[src/hdl/ov_stage_defs.svh]
// Constants for the overvoltage stage timing block.
`ifndef OV_STAGE_DEFS_SVH
`define OV_STAGE_DEFS_SVH
`define CLK_PERIOD_NS      8
`define PROG_CYCLE_NS      5000000
`define RESET_RATIO_PCT    14'd97
`define RATIO_SCALE        32'd100
`define Q16_ONE            32'h00010000
`define MAX_OP_UNITS       19'h57e40
`define FIXED_DELAY_DEF    18'h00008
`define TIME_DIAL_DEF      13'h0005
`define EXPONENT_DEF       12'h064
`define RELEASE_DELAY_DEF  15'h000c
`define PRIMARY_DIV        34'h0000003e8
`define EXP_INT_MAX        16'h000e
`endif

[src/hdl/ov_stage_pkg.sv]
// Types for the overvoltage stage timing block.
package ov_stage_pkg;
  typedef enum logic [2:0] {
    NODE_ON           = 3'b000,
    NODE_BLOCKED      = 3'b001,
    NODE_TEST         = 3'b010,
    NODE_TEST_BLOCKED = 3'b011,
    NODE_OFF          = 3'b100
  } node_mode_e;

  typedef enum logic [1:0] {
    CALC_IDLE  = 2'b00,
    CALC_RATIO = 2'b01,
    CALC_POWER = 2'b10,
    CALC_INV   = 2'b11
  } calc_state_e;

  typedef struct packed {
    logic        inverse_delay_mode;
    logic [17:0] fixed_delay;
    logic [12:0] time_dial;
    logic [11:0] exponent;
    logic [14:0] release_delay;
    logic        delayed_release;
    logic        reset_after_release;
    logic        continue_in_release;
  } timing_cfg_s;

  typedef struct packed {
    logic start;
    logic trip;
    logic blocked;
  } stage_flags_s;
endpackage

[src/hdl/seq_divider.sv]
// Restoring unsigned divider, one quotient bit per clock.
`timescale 1ns/1ps
module seq_divider (
  input  wire logic        clk,
  input  wire logic        nrst,
  input  wire logic        start,
  input  wire logic [31:0] numer,
  input  wire logic [31:0] denom,
  output logic             done,
  output logic [31:0]      quot
);
  logic [31:0] rem_reg;
  logic [31:0] q_reg;
  logic [31:0] d_reg;
  logic [5:0]  cnt_reg;
  logic        busy_reg;
  logic [32:0] trial;

  assign trial = {rem_reg, q_reg[31]} - {1'b0, d_reg};

  always_ff @(posedge clk) begin
    if (!nrst) begin
      busy_reg <= 1'b0;
      cnt_reg  <= 6'h00;
      rem_reg  <= 32'h00000000;
      q_reg    <= 32'h00000000;
      d_reg    <= 32'h00000000;
      done     <= 1'b0;
      quot     <= 32'h00000000;
    end else begin
      done <= 1'b0;
      if (start && !busy_reg) begin
        busy_reg <= 1'b1;
        cnt_reg  <= 6'h20;
        rem_reg  <= 32'h00000000;
        q_reg    <= numer;
        d_reg    <= denom;
      end else if (busy_reg) begin
        if (trial[32]) begin
          rem_reg <= {rem_reg[30:0], q_reg[31]};
          q_reg   <= {q_reg[30:0], 1'b0};
        end else begin
          rem_reg <= trial[31:0];
          q_reg   <= {q_reg[30:0], 1'b1};
        end
        cnt_reg <= cnt_reg - 6'h01;
        if (cnt_reg == 6'h01) begin
          busy_reg <= 1'b0;
          done     <= 1'b1;
          // A zero divisor yields all ones, which later saturates the delay.
          quot     <= trial[32] ? {q_reg[30:0], 1'b0} : {q_reg[30:0], 1'b1};
        end
      end
    end
  end
endmodule // seq_divider

[src/hdl/ov_stage_timing.sv]
// Timing, blocking and status logic of one overvoltage protection stage.
// Notes on behaviour
// RULE_01 - Blocking input is sampled at each program cycle start, before pick-up.
// RULE_02 - Pick-up without blocking raises START and starts the operating timer.
// RULE_03 - Pick-up with blocking raises BLOCKED only; no START, no trip timing.
// RULE_04 - Blocking during START drops START and runs normal release handling.
// RULE_05 - Blocking must arrive at least 5 ms before the delay expires.
// RULE_06 - Instant operation gives TRIP together with START.
// RULE_07 - Fixed delay mode trips after the delay with continuous pick-up.
// RULE_08 - Inverse delay is dial over (ratio to the exponent minus one).
// RULE_09 - Delay type selects fixed or inverse, fixed by default.
// RULE_10 - Fixed delay in 5 ms steps, default 40 ms, zero means instant.
// RULE_11 - Time dial in 10 ms steps, default 50 ms, inverse only.
// RULE_12 - Exponent in 0.01 steps, default 1.00.
// RULE_13 - Release delay in 5 ms steps, default 60 ms, holds START.
// RULE_14 - Delayed release clears START after release delay, else at once.
// RULE_15 - Timer clears after quiet release delay, or at once when disabled.
// RULE_16 - Continue option keeps operating timer running through release time.
// RULE_17 - Remaining time to trip is reported in 5 ms units.
// RULE_18 - Expected inverse operating time is recomputed as the level changes.
// RULE_19 - Ratios of level to threshold reported per channel in 0.01 units.
// RULE_20 - Primary pick-up level from threshold and scaling, 0.1 V units.
// RULE_21 - Node operating mode is reported as on, blocked, test, both or off.
// RULE_22 - Pick-up above threshold, released below 97 percent of it.
// RULE_23 - Pick-up needs one, two or three phases over per operation mode.
// RULE_24 - Timers step once per program cycle; TRIP clears with START.
// RULE_25 - BLOCKED drops in the first cycle with blocking inactive.
`timescale 1ns/1ps
`include "ov_stage_defs.svh"
module ov_stage_timing #(
  parameter int PROG_CYCLE_CLKS = `PROG_CYCLE_NS / `CLK_PERIOD_NS
) (
  input  wire logic                      clk,
  input  wire logic                      nrst,
  input  wire logic                      block_in,
  input  wire logic [15:0]               measured_level [4],
  input  wire logic [13:0]               threshold,
  input  wire logic [1:0]                pickup_phases,
  input  wire logic [19:0]               vt_primary_volts,
  input  wire ov_stage_pkg::node_mode_e  node_mode_cfg,
  input  wire ov_stage_pkg::timing_cfg_s cfg_in,
  input  wire logic                      cfg_load,
  output ov_stage_pkg::stage_flags_s     flags,
  output logic signed [19:0]             time_remaining,
  output logic [18:0]                    expected_time,
  output logic [16:0]                    level_ratio [4],
  output logic [23:0]                    pickup_primary,
  output ov_stage_pkg::node_mode_e       node_operating_mode
);
  import ov_stage_pkg::*;

  function automatic logic [20:0] log2_q16(input logic [31:0] x);
    logic [4:0]  p;
    logic [31:0] n;
    p = 5'd0;
    for (int i = 0; i < 32; i++) begin
      if (x[i]) p = 5'(i);
    end
    n = x << (5'd31 - p);
    log2_q16 = (p < 5'd16) ? 21'h000000 : {5'(p - 5'd16), n[30:15]};
  endfunction

  function automatic logic [31:0] exp2_q16(input logic [31:0] y);
    if (y[31:16] > `EXP_INT_MAX) exp2_q16 = 32'hffffffff;
    else exp2_q16 = 32'({1'b1, y[15:0]}) << y[19:16];
  endfunction

  timing_cfg_s  cfg_reg;
  logic [31:0]  tick_cnt_reg;
  logic         tick_reg;
  logic         blk_smp_reg;
  logic [2:0]   exceed_reg;
  logic [2:0]   exceed_next;
  logic [1:0]   n_exceed;
  logic         pickup_now;
  logic         blk_now;
  logic         run_ok;
  logic [18:0]  inv_time_reg;
  logic [18:0]  target;
  logic [18:0]  op_cnt_reg;
  logic [18:0]  op_inc;
  logic [14:0]  rel_cnt_reg;
  logic [14:0]  rel_inc;
  logic         releasing_reg;
  calc_state_e  calc_reg;
  logic [1:0]   ch_reg;
  logic [1:0]   max_ch;
  logic         div_start_reg;
  logic [31:0]  div_num_reg;
  logic [31:0]  div_den_reg;
  logic         div_done;
  logic [31:0]  div_quot;
  logic [31:0]  pow_q16;
  logic [32:0]  expo_prod;

  always_ff @(posedge clk) begin
    if (!nrst) begin
      cfg_reg <= '{1'b0, `FIXED_DELAY_DEF, `TIME_DIAL_DEF, `EXPONENT_DEF,
                   `RELEASE_DELAY_DEF, 1'b1, 1'b1, 1'b0}; // [RULE_09] [RULE_10] [RULE_11]
    end else if (cfg_load) begin
      cfg_reg <= cfg_in; // [RULE_12] [RULE_13]
    end
  end

  // Program cycle tick, 5 ms of clock; every timer steps on it.
  always_ff @(posedge clk) begin
    if (!nrst) begin
      tick_cnt_reg <= 32'h00000000;
      tick_reg     <= 1'b0;
    end else begin
      tick_reg     <= (tick_cnt_reg == 32'(PROG_CYCLE_CLKS - 1)); // [RULE_24]
      tick_cnt_reg <= (tick_cnt_reg == 32'(PROG_CYCLE_CLKS - 1)) ? 32'h00000000
                                                                 : tick_cnt_reg + 32'h1;
    end
  end

  always_comb begin
    for (int i = 0; i < 3; i++) begin
      if (measured_level[i] > 16'(threshold)) exceed_next[i] = 1'b1; // [RULE_22]
      else if (32'(measured_level[i]) * `RATIO_SCALE < 32'(threshold) * 32'(`RESET_RATIO_PCT))
        exceed_next[i] = 1'b0;
      else exceed_next[i] = exceed_reg[i];
    end
    n_exceed = 2'(exceed_next[0]) + 2'(exceed_next[1]) + 2'(exceed_next[2]);
  end

  // Operation mode zero is read as one phase.
  assign pickup_now = (n_exceed >= ((pickup_phases == 2'd0) ? 2'd1 : pickup_phases)); // [RULE_23]
  // Blocking is taken as it stands at the tick; pick-up is judged after it.
  assign blk_now = block_in || node_mode_cfg == NODE_BLOCKED
                   || node_mode_cfg == NODE_TEST_BLOCKED; // [RULE_01]
  assign run_ok  = node_mode_cfg != NODE_OFF;
  assign target  = cfg_reg.inverse_delay_mode ? inv_time_reg // [RULE_09]
                   : 19'(cfg_reg.fixed_delay);
  assign op_inc  = (op_cnt_reg == `MAX_OP_UNITS) ? op_cnt_reg : op_cnt_reg + 19'h1;
  assign rel_inc = (rel_cnt_reg == 15'h7fff) ? rel_cnt_reg : rel_cnt_reg + 15'h1;

  always_ff @(posedge clk) begin
    if (!nrst) begin
      exceed_reg  <= 3'b000;
      blk_smp_reg <= 1'b0;
    end else if (tick_reg) begin
      exceed_reg  <= exceed_next;
      blk_smp_reg <= blk_now; // [RULE_01]
    end
  end

  always_ff @(posedge clk) begin
    if (!nrst) begin
      flags         <= '0;
      op_cnt_reg    <= 19'h00000;
      rel_cnt_reg   <= 15'h0000;
      releasing_reg <= 1'b0;
    end else if (tick_reg) begin
      if (!run_ok) begin
        flags         <= '0;
        op_cnt_reg    <= 19'h00000;
        rel_cnt_reg   <= 15'h0000;
        releasing_reg <= 1'b0;
      end else if (pickup_now && !blk_now) begin
        flags.start   <= 1'b1; // [RULE_02]
        flags.blocked <= 1'b0;
        releasing_reg <= 1'b0;
        rel_cnt_reg   <= 15'h0000;
        op_cnt_reg    <= op_inc; // [RULE_24]
        // A zero target trips with START itself.
        flags.trip    <= (target == 19'h00000) // [RULE_06] [RULE_10]
                         || (op_inc >= target); // [RULE_07]
      end else begin
        // Blocking arrives here as well, so a running START releases normally.
        flags.blocked <= blk_now && (pickup_now || flags.blocked); // [RULE_03] [RULE_25]
        flags.trip    <= 1'b0; // [RULE_24]
        if (flags.trip) begin
          flags.start   <= 1'b0;
          op_cnt_reg    <= 19'h00000;
          releasing_reg <= 1'b0;
          rel_cnt_reg   <= 15'h0000;
        end else if (flags.start || releasing_reg) begin
          rel_cnt_reg <= rel_inc;
          if (rel_inc >= cfg_reg.release_delay) begin
            releasing_reg <= 1'b0;
            flags.start   <= 1'b0;
            rel_cnt_reg   <= 15'h0000;
            op_cnt_reg    <= 19'h00000; // [RULE_15]
          end else begin
            releasing_reg <= 1'b1; // [RULE_04]
            flags.start   <= cfg_reg.delayed_release && !blk_now; // [RULE_13] [RULE_14]
            if (cfg_reg.continue_in_release) op_cnt_reg <= op_inc; // [RULE_16]
            else if (!cfg_reg.reset_after_release) op_cnt_reg <= 19'h00000; // [RULE_15]
          end
        end
      end
    end
  end

  // One shared divider serves the four ratios, the Q16 ratio and the inverse delay.
  assign max_ch = (measured_level[0] >= measured_level[1]
                   && measured_level[0] >= measured_level[2])
                  ? 2'd0 : (measured_level[1] >= measured_level[2]) ? 2'd1 : 2'd2;
  assign expo_prod = 33'(cfg_reg.exponent) * 33'(log2_q16(div_quot));
  assign pow_q16   = exp2_q16(32'(expo_prod / 33'd100)); // [RULE_08]

  always_ff @(posedge clk) begin
    if (!nrst) begin
      calc_reg      <= CALC_IDLE;
      ch_reg        <= 2'd0;
      div_start_reg <= 1'b0;
      div_num_reg   <= 32'h00000000;
      div_den_reg   <= 32'h00000000;
      inv_time_reg  <= 19'h00000;
      for (int i = 0; i < 4; i++) level_ratio[i] <= 17'h00000;
    end else begin
      div_start_reg <= 1'b0;
      case (calc_reg)
        CALC_IDLE: begin
          if (tick_reg) begin
            calc_reg      <= CALC_RATIO;
            ch_reg        <= 2'd0;
            div_num_reg   <= 32'(measured_level[0]) * `RATIO_SCALE;
            div_den_reg   <= 32'(threshold);
            div_start_reg <= 1'b1;
          end
        end
        CALC_RATIO: begin
          if (div_done) begin
            level_ratio[ch_reg] <= div_quot[16:0]; // [RULE_19]
            div_start_reg       <= 1'b1;
            div_den_reg         <= 32'(threshold);
            if (ch_reg == 2'd3) begin
              calc_reg    <= CALC_POWER;
              div_num_reg <= {measured_level[max_ch], 16'h0000};
            end else begin
              ch_reg      <= ch_reg + 2'd1;
              div_num_reg <= 32'(measured_level[ch_reg + 2'd1]) * `RATIO_SCALE;
            end
          end
        end
        CALC_POWER: begin
          if (div_done) begin
            // Log and power use a piecewise linear fit: about 6 percent worst error.
            calc_reg      <= CALC_INV;
            div_num_reg   <= {2'b00, cfg_reg.time_dial, 1'b0, 16'h0000}; // [RULE_11]
            div_den_reg   <= pow_q16 - `Q16_ONE;
            div_start_reg <= 1'b1;
          end
        end
        CALC_INV: begin
          if (div_done) begin
            calc_reg     <= CALC_IDLE;
            inv_time_reg <= (div_quot > 32'(`MAX_OP_UNITS)) ? `MAX_OP_UNITS // [RULE_08] [RULE_18]
                                                            : div_quot[18:0];
          end
        end
        default: calc_reg <= CALC_IDLE;
      endcase
    end
  end

  seq_divider u_div (
    .clk   (clk),
    .nrst  (nrst),
    .start (div_start_reg),
    .numer (div_num_reg),
    .denom (div_den_reg),
    .done  (div_done),
    .quot  (div_quot)
  );

  always_ff @(posedge clk) begin
    if (!nrst) begin
      time_remaining      <= 20'sh00000;
      expected_time       <= 19'h00000;
      pickup_primary      <= 24'h000000;
      node_operating_mode <= NODE_ON;
    end else begin
      expected_time       <= target; // [RULE_18]
      time_remaining      <= 20'(target) - 20'(op_cnt_reg); // [RULE_17]
      pickup_primary      <= 24'((34'(threshold) * 34'(vt_primary_volts))
                                 / `PRIMARY_DIV); // [RULE_20]
      node_operating_mode <= node_mode_cfg; // [RULE_21]
    end
  end
endmodule // ov_stage_timing

[config.mk]
export PLATFORM = sky130hd
export DESIGN_NAME = ov_stage_timing
export DESIGN_NICKNAME = d
export VERILOG_FILES = /design/src/hdl/ov_stage_pkg.sv /design/src/hdl/seq_divider.sv /design/src/hdl/ov_stage_timing.sv
export VERILOG_INCLUDE_DIRS = /design/src /design/src/hdl
export SDC_FILE = /design/constraint.sdc
export NUM_CORES = 2
export LEC_CHECK = 0
export BUFFER_PORTS_ARGS = -buffer_cell sky130_fd_sc_hd__buf_2
export CAP_MARGIN = 15
export CORE_MARGIN = 4
export CORE_UTILIZATION = 35
export DETAILED_ROUTE_END_ITERATION = 10
export HOLD_SLACK_MARGIN = 0.02
export PLACE_DENSITY = 0.52
export SLEW_MARGIN = 20
export SYNTH_ARGS = -nofsm -noshare
export SYNTH_HDL_FRONTEND = slang
export SYNTH_HIERARCHICAL = 1
export SYNTH_SLANG_ARGS = --single-unit
export TNS_END_PERCENT = 1
[constraint.sdc]
create_clock -name clk -period 29.5 [get_ports clk]
set_input_delay 1.475 -clock clk [delete_from_list [all_inputs] [get_ports clk]]
set_output_delay 1.475 -clock clk [all_outputs]
set_load 0.02 [all_outputs]
==> out/qor.csv <==
stage;metric;value;unit
critical_path;critPathSlowestCell;o22ai_2;
floorplan;die_width;444.6;µm
routing;detail_route.wl_per_cell;19.40;µm
critical_path;cpMostUsedCell;nor2_1;
yosys;synth_top_area_share;14.76;%
critical_path;path_max_fanout;13;
clock_tree;cts.sinks;492;
placement;numPortBuffers;305;
floorplan;core_area;0.1886;mm²
yosys;yosysWarningCount;6;
sta;worst_pin_slew;1.145;ns
clock_tree;h-tree-depth;3;
critical_path;start_kind;flop;
clock_tree;cts_tree;done;
yosys;synth_cell_type_count;164;
cells_and_area;multi_input_area;0.05219;mm²
hold_path;min_path_type;flop to flop;
cells_and_area;nNetsFinal;9832;
sta;hold_viol;0;
floorplan;row_count;159;
critical_path;crit_path_end_kind;flop;
sta;relSlewSlack;23.44;%
yosys;synth_most_common_cell;nand2_1;
global_routing;grt_max_degree;121;
floorplan;start_util;35.37;%
placement;place_area;0.07041;mm²
placement;hpwl;168400;µm
cells_and_area;finalInstanceArea;0.07337;mm²
sta;clock_skew;0.06188;ns
yosys;synth_seq_cells;492;
sta;period_needed;27.62;ns
floorplan;num_io_pins;306;
cells_and_area;drive_above_1_share;10.62;%
critical_path;critPathRequiredTime;30.08;ns
yosys;synth_edf_count;0;
yosys;ys.flop_type;dfxtp_1;
clock_tree;cts.clk_slew.worst_paths;0.08;ns
floorplan;dieArea;0.1977;mm²
sta;final-max-slew-violation-count;0;
cells_and_area;largest_reg_flops;68;
sta;fmax;36.21;MHz
clock_tree;root_buffer;clkbuf_16;
yosys;netlist_instances;8423;
clock_tree;ctsLongestPathBuffers;3;
floorplan;die_h;444.6;µm
sta;finalCritPeriodShare;93.62;%
clock_tree;clk_latency;0.71;ns
critical_path;slowest_delay;0.62;ns
critical_path;cp.arrival;28.20;ns
yosys;async_flop_share;0;%
yosys;synthTopCellsByArea;dfxtp_1 (15%), fa_1 (13%), ha_1 (13%);
routing;drtIter0Drc;4106;
routing;vias_per_cell;5.496;
run_status;status;finished, final reports clean;
cells_and_area;area_growth;9.987;%
routing;first_pass_iters;6;
yosys;synth_area;0.06671;mm²
routing;vias;60890;
cells_and_area;regArea;0.009856;mm²
global_routing;overflow;0;
yosys;syn_area_per_cell;7.920;µm²
yosys;synth_top_area_cell;dfxtp_1;
critical_path;crit_type;flop to flop;
yosys;synth_common_cells;nand2_1 (1039), inv_1 (864), ha_1 (698), nor2_1 (691), a21oi_1 (619);
global_routing;grt_usage;21.20;%
global_routing;grt_pass1_vias;59680;
clock_tree;numCtsBuffers;66;
placement;gp_congestion;0.8891;
sta;setup_viol;0;
cells_and_area;fillCellCount;19670;
routing;drtAntennaViolNets;0;
routing;wl;215000;µm
yosys;yosysSeqAreaShare;14.76;%
run;max-cap-violations;0;
global_routing;grt_pass1_wl;340600;µm
routing;drc;0;
global_routing;antenna_found_initial;29;
path summary, 6_finish.rpt:
kind	end	start	slack (ns)	cells after the start
max	div_den_reg[30]$_SDFFE_PN0P_	u_div/quot[2]$_SDFFE_PN0P_	1.88	108
min reg2reg	u_div/d_reg[31]$_SDFFE_PN0P_	div_den_reg[31]$_SDFFE_PN0P_	0.42	2
max reg2reg	div_den_reg[30]$_SDFFE_PN0P_	u_div/quot[2]$_SDFFE_PN0P_	1.88	108
min	u_div/d_reg[31]$_SDFFE_PN0P_	div_den_reg[31]$_SDFFE_PN0P_	0.42	2
final cells by class:
| type | count | area share [%] |
|---|---|---|
| Multi-Input combinational cell | 6676 | 71.12 |
| Sequential cell | 492 | 13.43 |
| Clock inverter | 44 | 1.047 |
| Inverter | 866 | 4.440 |
| Antenna cell | 13 | 0.04434 |
| Clock buffer | 77 | 2.430 |
| Tap cell | 2495 | 4.255 |
| Timing Repair Buffer | 416 | 3.228 |
worst max-delay path, delay by kind of cell (launching register included):
kind,cells,cell delay (ns)
compound gates,37,11.58
buf+inv,5,0.45
flops,1,0.57
fa+ha+maj,8,3.75
xor+xnor,4,0.92
mux,7,2.46
simple gates,47,7.76
logic make-up (layout without fill, tap and decap cells):
family                     count (synthesis)  after routing  share of synthesized area [%]
DFF                                      492            492                          14.76
other                                      1             15                       0.005621
adders and majority gates               1156           1156                          26.67
and+or+nand+nor                         2808           2808                          19.86
buffers and inverters                   1257           1403                          7.514
muxes                                    302            302                          5.019
AOI/OAI and AO/OA                       2046           2047                          21.32
xor gates and xnor gates                 361            361                          4.846
per-stage QoR:
step	utilization, %	setup TNS [ns]	instances	worst slack [ns]	hold slack, ns
2_1_floorplan	-	0	8424	4.510	0.4154
3_3_place_gp	37.32	0	10930	0.9359	0.4302
3_5_place_dp	37.34	0	10930	0.5559	0.4388
4_1_cts	38.69	0	11050	0.5023	0.4291
5_1_grt	38.89	-0.08286	11070	-0.08286	0.4562
6_report	38.90	0	11080	1.882	0.4221
layer usage:
metal | share of wire, % | vias to the layer above | track usage [%] | wire [µm]
li1 | - | 29500 | - | -
met1 | 46 | 29670 | 29.01 | 99900
met2 | 47 | 1445 | 35.77 | 100500
met3 | 4.7 | 253 | 2.641 | 10070
met4 | 2.1 | 18 | 4.598 | 4430
met5 | 0.056 | - | 0 | 120
cells in the final DEF (no fill, tap or decap), types with 84 or more instances in the layout:
| master | n |
|---|---|
| fa_1 | 447 |
| and2_1 | 219 |
| o21ai_0 | 310 |
| nor2_1 | 688 |
| buf_2 | 303 |
| xor2_1 | 117 |
| dfxtp_1 | 489 |
| nand2_1 | 1038 |
| nand3_1 | 153 |
| a21oi_1 | 615 |
| a211oi_1 | 84 |
| ha_1 | 698 |
| nor3_1 | 154 |
| a21o_1 | 134 |
| xnor2_1 | 227 |
| inv_1 | 862 |
| mux2i_1 | 249 |
| buf_4 | 112 |
what timing repair did:
item | in CTS | in global routing
setup endpoints to repair | 0 | 31
hold buffers | 0 | 0
gates resized for setup | 0 | 35
setup buffers | 0 | 18
Power is not shown: default switching activity piles up to over one toggle a cycle in this logic, so the estimate is an artifact.
